`config.mk`:
```
export PLATFORM = sky130hd
export DESIGN_NAME = tcd_dma_unit
export DESIGN_NICKNAME = d
export VERILOG_FILES = /design/src/rtl/tcd_pkg.sv /design/src/rtl/tcd_dma_unit.sv
export SDC_FILE = /design/constraint.sdc
export NUM_CORES = 1
export LEC_CHECK = 0
export BUFFER_PORTS_ARGS = -buffer_cell sky130_fd_sc_hd__buf_2
export CORE_MARGIN = 10
export CORE_UTILIZATION = 60
export CTS_CLUSTER_SIZE = 40
export DETAILED_ROUTE_END_ITERATION = 10
export PLACE_DENSITY = 0.86
export SYNTH_ARGS = -nofsm -noshare
export SYNTH_HDL_FRONTEND = slang
export SYNTH_SLANG_ARGS = --single-unit
export TNS_END_PERCENT = 10
```
`constraint.sdc`:
```
create_clock -name I_CLK -period 10.9 [get_ports I_CLK]
set_input_delay 3.27 -clock I_CLK [delete_from_list [all_inputs] [get_ports I_CLK]]
set_output_delay 3.27 -clock I_CLK [all_outputs]
set_load 0.02 [all_outputs]
```
`src/rtl/tcd_pkg.sv`:
```
package tcd_pkg;

  // ---------------------------------------------------------------
  // channel map
  // ---------------------------------------------------------------
  localparam int         NCH        = 2;
  localparam logic [2:0] BLOCK_TAG  = 3'h6;   // I_ADDR[7:5] of both channel banks
  localparam logic [3:0] OFF_SRC_LO = 4'h0;
  localparam logic [3:0] OFF_SRC_HI = 4'h2;
  localparam logic [3:0] OFF_DST_LO = 4'h4;
  localparam logic [3:0] OFF_DST_HI = 4'h6;
  localparam logic [3:0] OFF_CNT    = 4'h8;
  localparam logic [3:0] OFF_CTL    = 4'ha;
  localparam int         CH_SEL_BIT = 4;      // I_ADDR[4]: 0 -> c0h bank, 1 -> d0h bank

  // ---------------------------------------------------------------
  // control field positions
  // ---------------------------------------------------------------
  localparam int CTL_DST_MEM  = 15;
  localparam int CTL_DST_DOWN = 14;
  localparam int CTL_DST_UP   = 13;
  localparam int CTL_SRC_MEM  = 12;
  localparam int CTL_SRC_DOWN = 11;
  localparam int CTL_SRC_UP   = 10;
  localparam int CTL_TERM_EN  = 9;
  localparam int CTL_INT      = 8;
  localparam int CTL_SYNC_HI  = 7;
  localparam int CTL_SYNC_LO  = 6;
  localparam int CTL_PRIO     = 5;
  localparam int CTL_TMR      = 4;
  localparam int CTL_GUARD    = 2;
  localparam int CTL_RUN      = 1;
  localparam int CTL_WORD     = 0;

  localparam logic [15:0] CTL_STORE_MASK = 16'hfff1;
  localparam logic [1:0]  SYNC_NONE      = 2'h0;
  localparam logic [1:0]  SYNC_SRC       = 2'h1;
  localparam logic [1:0]  SYNC_DST       = 2'h2;

  // ---------------------------------------------------------------
  // reset values, timing counts (in processor clocks) and pointer steps
  // ---------------------------------------------------------------
  localparam logic [15:0] CTL_RESET     = 16'h0000;
  localparam logic [19:0] PTR_RESET     = 20'h00000;
  localparam logic [15:0] CNT_RESET     = 16'h0000;
  localparam int          PIN_DELAY_CYC = 4;
  localparam logic [1:0]  SRC_GAP_CYC   = 2'h3;
  localparam logic [1:0]  DST_IDLE_CYC  = 2'h2;
  localparam logic [19:0] STEP_BYTE     = 20'h00001;
  localparam logic [19:0] STEP_WORD     = 20'h00002;

  typedef enum logic [1:0] {S_IDLE, S_READ, S_WRITE, S_GAP} tcd_state_e;

  typedef struct packed {
    logic        valid;
    logic        write;
    logic        mem_space;
    logic        word;
    logic [19:0] addr;
    logic [15:0] data;
  } tcd_bus_s;

endpackage

```
`src/rtl/tcd_dma_unit.sv`:
```
// Our own choices: strobed register access and the register addresses.
`timescale 1ns/1ps

// Contract
// - two channels; pin, serial or timer requests
// - any space pair, byte/word, read then write
// - read and write cycles kept back to back
// - count drops by one per transfer
// - pointers drive all twenty address lines
// - bits 15/12 pick destination/source space
// - destination pointer down/up/hold by 14/13
// - source pointer down/up/hold by 11/10
// - bit 0 steps two for word, else one
// - zero count stops unsynchronized; synchronized if bit 9
// - interrupt at count end when 8 and 9
// - bits 7-6 choose synchronization, 11 reserved
// - bit 5 channel wins simultaneous requests
// - bit 4 gates timer overflow request
// - bit 1 starts or stops the channel
// - pin request acts four clocks later
// - source-synchronized gives three clocks to withdraw
// - destination-synchronized adds two idle states
// - halt flag from nmi stops, iret resumes
module tcd_dma_unit (
  input  wire logic             I_CLK,
  input  wire logic             I_RST_N,
  input  wire logic [7:0]       I_ADDR,
  input  wire logic [15:0]      I_WDATA,
  input  wire logic             I_WR,
  input  wire logic             I_RD,
  output logic      [15:0]      O_RDATA,
  input  wire logic [1:0]       I_REQ_PIN,
  input  wire logic [1:0]       I_SERIAL_SEL,
  input  wire logic [1:0]       I_SERIAL_REQ,
  input  wire logic             I_TIMER_OVF,
  input  wire logic             I_NMI,
  input  wire logic             I_IRET,
  output tcd_pkg::tcd_bus_s     O_BUS,
  output logic                  O_BUS_LOCK,
  input  wire logic             I_BUS_DONE,
  input  wire logic [15:0]      I_BUS_RDATA,
  output logic      [1:0]       O_IRQ,
  output logic                  O_HALTED
);

  // ---------------------------------------------------------------
  // state
  // ---------------------------------------------------------------
  logic [1:0][19:0]     src;
  logic [1:0][19:0]     dst;
  logic [1:0][15:0]     cnt;
  logic [1:0][15:0]     ctl;
  logic [1:0][19:0]     next_src;
  logic [1:0][19:0]     next_dst;
  logic [1:0][15:0]     next_cnt;
  logic [1:0][15:0]     next_ctl;
  tcd_pkg::tcd_state_e  state;
  tcd_pkg::tcd_state_e  next_state;
  tcd_pkg::tcd_bus_s    bus;
  tcd_pkg::tcd_bus_s    next_bus;
  logic                 cur;
  logic                 next_cur;
  logic [1:0]           gap;
  logic [1:0]           next_gap;
  logic                 halt;
  logic                 next_halt;
  logic [1:0]           irq;
  logic [1:0]           next_irq;
  logic [15:0]          rdata;
  logic [15:0]          next_rdata;
  logic [1:0]           want;
  logic [1:0]           take;

  // ---------------------------------------------------------------
  // per-channel request qualification
  // ---------------------------------------------------------------
  genvar ch;
  generate
    for (ch = 0; ch < tcd_pkg::NCH; ch++) begin : g_req
      logic [tcd_pkg::PIN_DELAY_CYC-1:0] pin_pipe;
      logic [tcd_pkg::PIN_DELAY_CYC-1:0] next_pin_pipe;
      logic                              tmr_pend;
      logic                              next_tmr_pend;
      logic                              ext;
      logic [1:0]                        sync;

      always_comb begin
        // serial port owning the channel masks the pin
        next_pin_pipe = {pin_pipe[tcd_pkg::PIN_DELAY_CYC-2:0],
                         I_REQ_PIN[ch] & ~I_SERIAL_SEL[ch]};
        // overflow that lands on the taking cycle is kept
        next_tmr_pend = (I_TIMER_OVF & ctl[ch][tcd_pkg::CTL_TMR])
                      | (tmr_pend & ~take[ch]);
        ext  = I_SERIAL_SEL[ch] ? I_SERIAL_REQ[ch]
                                : pin_pipe[tcd_pkg::PIN_DELAY_CYC-1];
        sync = ctl[ch][tcd_pkg::CTL_SYNC_HI:tcd_pkg::CTL_SYNC_LO];
        unique case (sync)
          tcd_pkg::SYNC_NONE: want[ch] = ctl[ch][tcd_pkg::CTL_RUN];
          tcd_pkg::SYNC_SRC,
          tcd_pkg::SYNC_DST:  want[ch] = ctl[ch][tcd_pkg::CTL_RUN] & (ext | tmr_pend);
          default:            want[ch] = 1'b0;
        endcase
      end

      always_ff @(posedge I_CLK or negedge I_RST_N) begin
        if (!I_RST_N) begin
          pin_pipe <= '0;
          tmr_pend <= 1'b0;
        end else begin
          pin_pipe <= next_pin_pipe;
          tmr_pend <= next_tmr_pend;
        end
      end
    end
  endgenerate

  // ---------------------------------------------------------------
  // helpers
  // ---------------------------------------------------------------
  function automatic logic [19:0] step_ptr(input logic [19:0] p, input logic up,
                                           input logic down, input logic word);
    logic [19:0] inc;
    inc = word ? tcd_pkg::STEP_WORD : tcd_pkg::STEP_BYTE;
    if (up & ~down) begin
      step_ptr = p + inc;
    end else if (down & ~up) begin
      step_ptr = p - inc;
    end else begin
      step_ptr = p;
    end
  endfunction

  // ---------------------------------------------------------------
  // transfer engine and register file
  // ---------------------------------------------------------------
  always_comb begin
    logic        pick;
    logic        hit;
    logic        wch;
    logic [15:0] new_cnt;
    logic        term;
    logic [1:0]  sync;
    logic        run_keep;
    pick       = 1'b0;
    hit        = 1'b0;
    wch        = 1'b0;
    new_cnt    = '0;
    term       = 1'b0;
    sync       = '0;
    run_keep   = 1'b0;
    next_src   = src;
    next_dst   = dst;
    next_cnt   = cnt;
    next_ctl   = ctl;
    next_state = state;
    next_bus   = bus;
    next_cur   = cur;
    next_gap   = gap;
    next_irq   = '0;
    next_rdata = '0;
    take       = '0;
    next_halt  = I_NMI | (halt & ~I_IRET);

    unique case (state)
      tcd_pkg::S_IDLE: begin
        // halt only blocks new grants; a started pair always completes
        if (!halt && (want != 2'b00)) begin
          pick = want[1] & (~want[0] | (ctl[1][tcd_pkg::CTL_PRIO]
                                       & ~ctl[0][tcd_pkg::CTL_PRIO]));
          take[pick]         = 1'b1;
          next_cur           = pick;
          next_bus.valid     = 1'b1;
          next_bus.write     = 1'b0;
          next_bus.addr      = src[pick];
          next_bus.mem_space = ctl[pick][tcd_pkg::CTL_SRC_MEM];
          next_bus.word      = ctl[pick][tcd_pkg::CTL_WORD];
          next_state         = tcd_pkg::S_READ;
        end
      end
      tcd_pkg::S_READ: begin
        if (I_BUS_DONE) begin
          next_bus.write     = 1'b1;
          next_bus.data      = I_BUS_RDATA;
          next_bus.addr      = dst[cur];
          next_bus.mem_space = ctl[cur][tcd_pkg::CTL_DST_MEM];
          next_state         = tcd_pkg::S_WRITE;
        end
      end
      tcd_pkg::S_WRITE: begin
        if (I_BUS_DONE) begin
          sync           = ctl[cur][tcd_pkg::CTL_SYNC_HI:tcd_pkg::CTL_SYNC_LO];
          next_bus.valid = 1'b0;
          next_bus.write = 1'b0;
          next_src[cur]  = step_ptr(src[cur], ctl[cur][tcd_pkg::CTL_SRC_UP],
                                    ctl[cur][tcd_pkg::CTL_SRC_DOWN],
                                    ctl[cur][tcd_pkg::CTL_WORD]);
          next_dst[cur]  = step_ptr(dst[cur], ctl[cur][tcd_pkg::CTL_DST_UP],
                                    ctl[cur][tcd_pkg::CTL_DST_DOWN],
                                    ctl[cur][tcd_pkg::CTL_WORD]);
          new_cnt        = cnt[cur] - 16'h0001;
          next_cnt[cur]  = new_cnt;
          term = (new_cnt == 16'h0000)
               & ((sync == tcd_pkg::SYNC_NONE) | ctl[cur][tcd_pkg::CTL_TERM_EN]);
          if (term) begin
            next_ctl[cur][tcd_pkg::CTL_RUN] = 1'b0;
            next_irq[cur] = ctl[cur][tcd_pkg::CTL_INT] & ctl[cur][tcd_pkg::CTL_TERM_EN];
          end
          if (sync == tcd_pkg::SYNC_DST) begin
            next_gap   = tcd_pkg::DST_IDLE_CYC;
            next_state = tcd_pkg::S_GAP;
          end else if (sync == tcd_pkg::SYNC_SRC) begin
            next_gap   = tcd_pkg::SRC_GAP_CYC;
            next_state = tcd_pkg::S_GAP;
          end else begin
            next_state = tcd_pkg::S_IDLE;
          end
        end
      end
      tcd_pkg::S_GAP: begin
        next_gap = gap - 2'h1;
        if (gap == 2'h1) begin
          next_state = tcd_pkg::S_IDLE;
        end
      end
    endcase

    // software access; a write here overrides the hardware update, except the run bit of a control write with the guard bit clear
    hit = (I_ADDR[7:5] == tcd_pkg::BLOCK_TAG);
    wch = I_ADDR[tcd_pkg::CH_SEL_BIT];
    if (I_WR && hit) begin
      unique case (I_ADDR[3:0])
        tcd_pkg::OFF_SRC_LO: next_src[wch][15:0]  = I_WDATA;
        tcd_pkg::OFF_SRC_HI: next_src[wch][19:16] = I_WDATA[3:0];
        tcd_pkg::OFF_DST_LO: next_dst[wch][15:0]  = I_WDATA;
        tcd_pkg::OFF_DST_HI: next_dst[wch][19:16] = I_WDATA[3:0];
        tcd_pkg::OFF_CNT:    next_cnt[wch]        = I_WDATA;
        tcd_pkg::OFF_CTL: begin
          // guard clear keeps the run bit as hardware leaves it this cycle
          run_keep      = next_ctl[wch][tcd_pkg::CTL_RUN];
          next_ctl[wch] = I_WDATA & tcd_pkg::CTL_STORE_MASK;
          // guard set: the written run bit beats a same-cycle hardware stop
          next_ctl[wch][tcd_pkg::CTL_RUN] = I_WDATA[tcd_pkg::CTL_GUARD]
                                          ? I_WDATA[tcd_pkg::CTL_RUN]
                                          : run_keep;
        end
        default: ;
      endcase
    end
    if (I_RD && hit) begin
      unique case (I_ADDR[3:0])
        tcd_pkg::OFF_SRC_LO: next_rdata = src[wch][15:0];
        tcd_pkg::OFF_SRC_HI: next_rdata = {12'h000, src[wch][19:16]};
        tcd_pkg::OFF_DST_LO: next_rdata = dst[wch][15:0];
        tcd_pkg::OFF_DST_HI: next_rdata = {12'h000, dst[wch][19:16]};
        tcd_pkg::OFF_CNT:    next_rdata = cnt[wch];
        tcd_pkg::OFF_CTL:    next_rdata = ctl[wch];
        default:             next_rdata = 16'h0000;
      endcase
    end
  end

  always_ff @(posedge I_CLK or negedge I_RST_N) begin
    if (!I_RST_N) begin
      src   <= {tcd_pkg::NCH{tcd_pkg::PTR_RESET}};
      dst   <= {tcd_pkg::NCH{tcd_pkg::PTR_RESET}};
      cnt   <= {tcd_pkg::NCH{tcd_pkg::CNT_RESET}};
      ctl   <= {tcd_pkg::NCH{tcd_pkg::CTL_RESET}};
      state <= tcd_pkg::S_IDLE;
      bus   <= '0;
      cur   <= 1'b0;
      gap   <= '0;
      halt  <= 1'b0;
      irq   <= '0;
      rdata <= '0;
    end else begin
      src   <= next_src;
      dst   <= next_dst;
      cnt   <= next_cnt;
      ctl   <= next_ctl;
      state <= next_state;
      bus   <= next_bus;
      cur   <= next_cur;
      gap   <= next_gap;
      halt  <= next_halt;
      irq   <= next_irq;
      rdata <= next_rdata;
    end
  end

  // ---------------------------------------------------------------
  // outputs
  // ---------------------------------------------------------------
  // lock tells the bus arbiter to refuse hold/refresh across the pair
  assign O_BUS_LOCK = (state == tcd_pkg::S_READ) | (state == tcd_pkg::S_WRITE);
  assign O_BUS      = bus;
  assign O_IRQ      = irq;
  assign O_HALTED   = halt;
  assign O_RDATA    = rdata;

endmodule

```
# After elaboration in Yosys (flattened, before gate mapping)
# Cells that the tools add are included.
# Widths: inputs -> output; s select.
[totals]
output_inout_bits = 60
in_bits = 54
reg_bits = 218
elab_cells = 230
[op_classes]
addsub = 6
n_mux = 107
n_bitwise = 39
n_eq_ne = 21
reduce_logical = 27
n_lt_le_gt_ge = 6
[ops]
columns = ["op", "n"]
rows = [
  ["$mux 20", 20],
  ["$mux 32", 9],
  ["$bwmux 40", 6],
  ["$mux 40", 6],
  ["$mux 16", 12],
  ["$pmux 40 s2", 2],
  ["$bwmux 32", 4],
  ["$pmux 16 s6", 1],
  ["$demux 16 s1", 4],
  ["$demux 20 s1", 3],
  ["$mux 2", 21],
  ["$pmux 20 s2", 1],
  ["$mux 36", 1],
  ["$and 32x32->32", 1],
  ["$not 32->32", 1],
  ["$mux 13", 2],
  ["$mux 24", 1],
  ["$add 20x2->20", 1],
  ["$add 20x20->20", 1],
  ["$sub 20x2->20", 1],
  ["$sub 20x20->20", 1],
  ["$and 1x1->1", 17],
  ["$logic_not 16->1", 1],
  ["$sub 16x1->16 const B", 1],
  ["other kinds (30)", 88],
]

# Depth between registers and ports, before layout
# Gate-level depths: netlist of run 1.
[logic_depth]
depth_word = 16
mapped_depth = 17
ltp_nobuf = 10

# Least setup slack after synthesis of run 1
# Ideal clock, no wire load.
[synth_timing]
kind = "input to register"
start = "in I_SERIAL_SEL[0]"
end = "reg bus (netlist bit O_BUS[16])"
arrival_time_ps = 5279
setup_time_ps = 126
cell_stages = 8
slack_ps = 5495
t_required_ps = 10774
n_path_buf = 2
cell_sequence = "mux2_1 -> o21a_1 -> o21ai_1 -> o21ba_2 -> clkbuf_1 -> clkbuf_1 -> mux2_2 -> a221o_1"
[synth_via]
elab_chain_cells = 11
word_cells_on_any_way = 15
classes_between = "1 x eq/ne; 6 x mux; 5 x bitwise; 3 x reduce/logical"
[synth_lines]
columns = ["item", "line", "text"]
rows = [
  ["start, declared", "tcd_dma_unit.sv:33", "input wire logic [1:0] I_SERIAL_SEL,"],
  ["$mux 1 *", "tcd_dma_unit.sv:94", "ext = I_SERIAL_SEL[ch] ? I_SERIAL_REQ[ch]"],
  ["$or 1x1->1 *", "tcd_dma_unit.sv:100", "tcd_pkg::SYNC_DST: want[ch] = ctl[ch][tcd_pkg::CTL_RUN] & (ext | tmr_pend);"],
  ["$and 1x1->1 *", "tcd_dma_unit.sv:100", ""],
  ["$pmux 1 s2 *", "tcd_dma_unit.sv:97", "unique case (sync)"],
  ["$not 1->1", "tcd_dma_unit.sv:168", "pick = want[1] & (~want[0] | (ctl[1][tcd_pkg::CTL_PRIO]"],
  ["$or 1x1->1", "tcd_dma_unit.sv:168", ""],
  ["$and 1x1->1", "tcd_dma_unit.sv:168", ""],
  ["$mux 20 (implied by the code) (2 in series)", "tcd_dma_unit.sv:174", "next_bus.addr = src[pick];"],
  ["$mux 24", "tcd_dma_unit.sv:167", "if (!halt && (want != 2'b00)) begin"],
  ["$pmux 20 s2", "tcd_dma_unit.sv:164", "unique case (state)"],
  ["end signal, assigned", "tcd_dma_unit.sv:281", "bus <= next_bus;"],
  ["end, declared", "tcd_dma_unit.sv:59", "tcd_pkg::tcd_bus_s bus;"],
]
# Mark *: on every way between the ends. The rest lies on a longest branch, timed or not. The select of a mux whose other input is x is not followed.
# A chain may end at the register's enable or synchronous reset.

# Final worst setup path of run 1
[layout_timing]
start = "in I_SERIAL_SEL[1]"
end = "reg bus (netlist bit O_BUS[33])"
[layout_via]
elab_chain_cells = 9
word_cells_on_any_way = 13
classes_between = "1 x eq/ne; 6 x mux; 3 x bitwise; 3 x reduce/logical"
[layout_lines]
columns = ["item", "line"]
rows = [
  ["$mux 1 *", "tcd_dma_unit.sv:94"],
  ["$or 1x1->1 *", "tcd_dma_unit.sv:100"],
  ["$and 1x1->1 *", "tcd_dma_unit.sv:100"],
  ["$pmux 1 s2 *", "tcd_dma_unit.sv:97"],
  ["$and 1x1->1", "tcd_dma_unit.sv:168"],
  ["$mux 20 (implied by the code) (2 in series)", "tcd_dma_unit.sv:174"],
  ["$mux 24", "tcd_dma_unit.sv:167"],
  ["$pmux 20 s2", "tcd_dma_unit.sv:164"],
]
# Marked as above.

==> flow_metrics.tcl, run 1 <==
set metrics [dict create \
    gp_congestion 1.12 \
    synth_top_family_by_area "simple AND/OR/NAND/NOR gates" \
    synth_nets 1577 \
    timing.final.crit_share_pct 48.9 \
    finalMaxSlewViolations 0 \
    antenna_found_initial 1 \
    cts_max_path_buffers 3 \
    post_cts_buffers 0 \
    cp-end-kind "register" \
    dieHeight_um 170 \
    start_util_pct 61.6 \
    hold-path-endpoint "g_req[1].pin_pipe[3]$_DFF_PN0_" \
    wl_um 51600 \
    die_area_um2 29000 \
    ys_ff_latch 214 \
    powerDensity_nw_per_um2 210 \
    placed_cell_area_um2 14200 \
    synth_mux_area_share_pct 11.4 \
    syn_area_um2 13600 \
    fin_nets 1636 \
    clock-skew-final_ns 0.0135 \
    antenna_left 0 \
    drive_above_1_share_pct 17.8 \
    synthToLayoutAreaGrowth_pct 11.1 \
    wire_per_inst_um 27.9 \
    clkTransAtPathRegs_ns 0.06 \
    top_usage_layer "met2" \
    yosys.area_share.simple_pct 19.1 \
    final_util_pct 68.4 \
    grt_use_total_pct 35.1 \
    reg2reg_to "dst[38]$_DFF_PN0_" \
    syn_avg_cell_area_um2 9.06 \
    grt_overflow_total 0 \
    met2_usage_pct 52.6 \
    holdPathStages 0 \
    port_buffers 113 \
    htree_num_levels 1 \
    fill_cells 1723 \
    cts_hold_buf 0 \
    multi_input_comb_area_um2 7700 \
    synth-compound-area-share_pct 18.5 \
    cts.sinks 214 \
    ys.flop_type "dfrtp_1" \
    synth_xor_area_share_pct 5.04 \
    globalRouteMet1Util_pct 47.2 \
    core.rowCount 54 \
    synth_cell_type_count 79 \
    synthAdderAreaFrac_pct 2.62 \
    via_per_inst 7.06 \
    yosysSeqAreaShare_pct 39.5 \
    slew_headroom_pct 16.6 \
    use_met3_pct 7.66 \
    cts_made_buffers 24 \
    r2r-start "cur$_DFFE_PN0P_" \
    yosysWarnings 0 \
    leakage_nw 6.34 \
    grt_pass1_vias 12500 \
    final_common_cell "dfrtp_1" \
    vdd_ir_drop_max_mv 0.129 \
    antenna_cells 0 \
    timing.fmax_mhz 188 \
    synth_edf_count 0 \
    io_pins 114 \
    seqCellArea_um2 5360 \
    dp_hpwl_um 37300 \
    rsz0062_at_grt "no" \
    outcome "complete, no violations" \
    cts_tree "built" \
    post_cts_resized 0 \
    start_kind "input pin" \
    core_um2 22000 \
    min_from "g_req[1].pin_pipe[2]$_DFF_PN0_" \
    min_path_type "register to register" \
    num_vias 13100 \
    total_power_mw 3.17 \
    cp.required_ns 11.30 \
    crit_type "input pin to register" \
    grt_max_degree 77 \
    drc 0 \
    r2r_setup_slack_ns 6.45 \
    path_max_fanout 14 \
    setup_viol 0 \
    synthCells 1497 \
    reg2reg_depth 10 \
    arrival_ns 5.73 \
    cts_root_buf "clkbuf_16" \
    cap_violations 0 \
    clock_latency_ns 0.53 \
    drt_pass1_iterations 10 \
    final_cell_area_um2 15100 \
    die_w_um 170 \
    async_flop_share_pct 100 \
    final_cell_mix "dfrtp_1, nand2_1, nor2_1" \
    post-place-ws_ns 5.12 \
    drt_iter0_markers 2546 \
    layout_setup_ws_ns 5.57 \
    worst_slew_pin_slew_ns 1.25 \
    grt_pass1_wl_um 77900 \
    hold_viol 0 \
    setup_tns_ns 0 \
    finalCriticalPeriod_ns 5.33 \
]
[final cells by class]
cell class / count / area share [%]
clock buffers: 35 / 4.80
flip-flops and latches: 214 / 35.6
clock inverters: 6 / 0.714
well taps: 280 / 2.32
repair buffers: 133 / 4.81
multi-input cells: 1156 / 51.1
inverters: 27 / 0.672
[metrics by stage]
step                hold slack, ns  cells
floorplan                    0.331   1497
global placement             0.332   1810
detailed placement           0.337   1810
CTS                          0.357   1851
global route                 0.357   1851
finish                       0.355   1851
[routing by layer]
layer	wire (um)	up-vias
met5	17	-
met4	3260	2
met3	6600	226
met2	22300	1042
met1	19400	6232
li1	-	5561
[flip-flops by register name, indices dropped and copies added, names as in the netlist]
register / count
gap: 2
g_req.pin_pipe: 8
g_req.tmr_pend: 2
cur: 1
cnt: 32
O_HALTED: 1
O_BUS: 40
ctl: 28
src: 40
O_RDATA: 16
dst: 40
O_IRQ: 2
state: 2
[worst max path at each step]
| stage | depth (start not counted) | from | endpoint | slack, ns |
|---|---|---|---|---|
| finish | 8 | I_SERIAL_SEL[1] | O_BUS[33]$_DFFE_PN0P_ | 5.57 |
| global route | 8 | I_SERIAL_SEL[1] | O_BUS[30]$_DFFE_PN0P_ | 5.41 |
| CTS | 8 | I_SERIAL_SEL[1] | O_BUS[33]$_DFFE_PN0P_ | 5.64 |
| detailed placement | 8 | I_SERIAL_SEL[1] | O_BUS[23]$_DFFE_PN0P_ | 5.12 |
| global placement | 8 | I_SERIAL_SEL[1] | O_BUS[37]$_DFFE_PN0P_ | 5.19 |
| floorplan | 8 | I_SERIAL_SEL[0] | O_BUS[16]$_DFFE_PN0P_ | 5.49 |
[critical path, stage by stage]
cell	delay, ns
buf_2	0.09
mux2_2	0.33
o21a_1	0.17
o21ai_0	0.22
a21o_1	0.32
and2_1	0.49
nor2_1	0.40
a221o_1	0.44
[cells in the mapped netlist, drive strengths merged, types with 7 or more instances]
library cell / instances / share of area (%)
nand2: 169 / 4.7
o22ai: 11 / 0.51
nand4: 10 / 0.46
nor3: 42 / 1.6
a21oi: 86 / 3.2
a221oi: 12 / 0.82
or3: 8 / 0.37
o21ai: 79 / 3.0
a22o: 7 / 0.45
nor2: 158 / 4.4
mux2: 80 / 6.6
dfrtp: 214 / 39
nor2b: 22 / 1.0
a222oi: 9 / 0.66
a211oi: 11 / 0.61
buf: 33 / 1.4
a41oi: 11 / 0.71
ha: 22 / 2.0
a221o: 19 / 1.4
o211ai: 11 / 0.61
clkbuf: 67 / 1.9
and3: 11 / 0.51
mux2i: 64 / 4.7
nand2b: 7 / 0.32
xnor2: 43 / 2.8
a31oi: 28 / 1.3
nor3b: 8 / 0.44
and3b: 7 / 0.45
nand3b: 10 / 0.58
a21o: 10 / 0.55
inv: 27 / 0.75
a22oi: 39 / 2.2
o21a: 11 / 0.61
nor4: 17 / 0.88
xor2: 35 / 2.3
nand3: 31 / 1.2
or3b: 7 / 0.47
[power by group]
part,switching (mW),internal (mW),leakage [nW]
clock network,0.337,0.527,0.406
logic,0.684,0.427,3.11
registers,0.236,0.959,2.82
total,1.26,1.91,6.34
[logic make-up (layout without fill, tap and decap cells)]
logic type / after synthesis / after routing
adders and majority gates: 26 / 26
buffers and inverters: 127 / 201
DFF: 214 / 214
AOI/OAI and AO/OA: 373 / 373
muxes: 144 / 144
and+or+nand+nor: 535 / 535
xor gates and xnor gates: 78 / 78
Power figures use the tool's default switching activity.
==> run 2, diff against run 1 <==
--- a/config.mk
+++ b/config.mk
@@ -5,6 +5,7 @@
 export SDC_FILE = /design/constraint.sdc
 export NUM_CORES = 1
 export LEC_CHECK = 0
+export ABC_AREA = 1
 export BUFFER_PORTS_ARGS = -buffer_cell sky130_fd_sc_hd__buf_2
 export CORE_MARGIN = 10
 export CORE_UTILIZATION = 60
==> constraint.sdc (replaced) <==
create_clock -name I_CLK -period 5.5 [get_ports I_CLK]
set_input_delay 1.65 -clock I_CLK [delete_from_list [all_inputs] [get_ports I_CLK]]
set_output_delay 1.65 -clock I_CLK [all_outputs]
set_load 0.02 [all_outputs]
==> run 2 against run 1 <==
Against the previous run: non-clock buffer count rose by 5; area after synthesis rose by 0.37%; largest power group is now combinational cells; wire length is 1.8% higher; critical path depth increased by 3.
==> flow_metrics.tcl, run 2 <==
set metrics [dict create \
    outcome "complete, no violations" \
    antenna_found_initial 5 \
    post_cts_buffers 0 \
    final_common_cell "nand2_1" \
    grt_overflow_total 0 \
    cts_root_buf "clkbuf_16" \
    post_cts_resized 0 \
    clock_latency_ns 0.54 \
    gp_congestion 1.06 \
    dieHeight_um 171 \
    slew_headroom_pct 36.1 \
    synthTopCellsByArea "dfrtp_1, nand2_1, o21ai_0" \
    yosysMostFrequentCell "nand2_1" \
    cp.depth 11 \
    cp_num_buf_inv 2 \
    core_um2 22500 \
    timing.final.crit_share_pct 74.8 \
    timing.fmax_mhz 243 \
    drt_iter0_markers 2302 \
    cp_slowest_cell "dfrtp_4" \
    fill_cells 1915 \
    ys.flop_type "dfrtp_1" \
    crit_type "register to register" \
    grt_use_total_pct 35.6 \
    yosysWarnings 0 \
    rsz0062_at_grt "no" \
    num_vias 14600 \
    synth_cell_type_count 54 \
    cts_made_buffers 25 \
    synthCells 1888 \
    syn_avg_cell_area_um2 7.21 \
    powerDensity_nw_per_um2 463 \
    vdd_ir_drop_max_mv 0.355 \
    cts_max_path_buffers 3 \
    die_w_um 171 \
    reg2reg_depth 11 \
    port_buffers 113 \
    wl_um 52500 \
    grt_pass1_wl_um 80000 \
    yosys.area.top_type "dfrtp_1" \
    post-place-ws_ns 1.06 \
    setup_tns_ns 0 \
    cp.required_ns 5.93 \
    fin_nets 2049 \
    leakage_nw 7.52 \
    finalMaxSlewViolations 0 \
    htree_num_levels 1 \
    cts_hold_buf 0 \
    seqCellArea_um2 5360 \
    grt_pass1_vias 13700 \
    wire_per_inst_um 23.1 \
    whs_ns 0.347 \
    layout_setup_ws_ns 1.39 \
    cpPeakStageDelay_ns 0.87 \
    path_common_cell "nand2_1" \
    synth_top_cell_area_share_pct 39.3 \
    path_max_fanout 58 \
    synth_edf_count 0 \
    cpLargestDelayFamily "compound AO/OA/AOI/OAI gates" \
    drc 0 \
    die_area_um2 29100 \
    async_flop_share_pct 100 \
    via_per_inst 6.40 \
    drt_pass1_iterations 7 \
    synthToLayoutAreaGrowth_pct 12.3 \
    min_path_type "register to register" \
    cp-end-kind "register" \
    final_cell_mix "nand2_1, inv_1, dfrtp_1" \
    grt_max_degree 113 \
    netlist_top_cells_count "nand2_1, inv_1, dfrtp_1" \
    clock-skew-final_ns 0.0143 \
    cap_violations 0 \
    clkTransAtPathRegs_ns 0.06 \
    multi_input_comb_area_um2 7000 \
    dp_hpwl_um 38900 \
    hold_viol 0 \
    path_cells "buf_4 -> o21ai_2 -> nand2_1 -> inv_1 -> o21ai_1 -> o21ai_1 -> a21oi_1 -> nand2_1 -> xor2_1 -> nand2_1 -> a22oi_1" \
    start_kind "register" \
    worst_slew_pin_slew_ns 0.958 \
    yosysSeqAreaShare_pct 39.3 \
    cts.sinks 214 \
    setup_viol 0 \
    ys_ff_latch 214 \
    io_pins 114 \
    holdPathStages 0 \
    drive_above_1_share_pct 12.0 \
    finalCriticalPeriod_ns 4.11 \
    core.rowCount 55 \
    start_util_pct 60.5 \
    antenna_left 0 \
    synth_nets 1968 \
    arrival_ns 4.55 \
    cts_tree "built" \
    syn_area_um2 13600 \
]
==> run 2: power breakdown <==
group          switching [mW]  internal, mW  leakage [nW]  total, mW
registers               0.310          1.96          2.60       2.27
logic                    1.98         0.881          4.46       2.86
clock network           0.717          1.22         0.453       1.94
==> run 2: final timing paths <==
check | startpoint | end | slack, ns
setup / recovery | cur$_DFFE_PN0P_ | dst[14]$_DFF_PN0_ | 1.39
hold / removal | g_req[1].pin_pipe[0]$_DFF_PN0_ | g_req[1].pin_pipe[1]$_DFF_PN0_ | 0.35
setup reg to reg | cur$_DFFE_PN0P_ | dst[14]$_DFF_PN0_ | 1.39
hold reg to reg | g_req[1].pin_pipe[0]$_DFF_PN0_ | g_req[1].pin_pipe[1]$_DFF_PN0_ | 0.35
max in group asynchronous | I_RST_N | O_RDATA[1]$_DFF_PN0_ | 3.22
min in group asynchronous | I_RST_N | dst[26]$_DFF_PN0_ | 1.16
==> run 2: area by class of cell <==
cell class / count / area share [%]
diodes: 3 / 0.0491
well taps: 285 / 2.33
multi-input cells: 1361 / 45.8
flip-flops and latches: 214 / 35.1
repair buffers: 138 / 4.99
clock buffers: 29 / 4.26
clock inverters: 16 / 1.91
inverters: 229 / 5.62
==> run 2: cells by family (layout without fill, tap and decap cells) <==
group | after synthesis | count (layout) | share of synthesized area, %
DFF | 214 | 214 | 39.3
other | 0 | 3 | 0
buffers and inverters | 313 | 412 | 9.34
xor gates and xnor gates | 32 | 32 | 2.06
and+or+nand+nor | 783 | 783 | 23.7
muxes | 1 | 1 | 0.0827
adders and majority gates | 26 | 26 | 2.61
AOI/OAI and AO/OA | 519 | 519 | 22.8
==> run 2: metrics by stage <==
stage / utilization [%] / instances / power, mW / cell area (um^2)
2_1_floorplan: - / 1888 / 4.12 / 13600
3_3_place_gp: 63.7 / 2227 / 4.96 / 14300
3_5_place_dp: 63.7 / 2227 / 5.04 / 14300
4_1_cts: 67.9 / 2272 / 6.97 / 15300
5_1_grt: 67.9 / 2274 / 7.45 / 15300
6_report: 67.9 / 2275 / 7.07 / 15300
==> run 2: per-layer routing <==
metal	track usage, %	wire [um]	vias to the layer above
met2	53.8	22400	1036
li1	-	-	6478
met5	0	23	-
met4	19.1	3340	4
met3	9.88	6640	202
met1	45.6	20100	6832
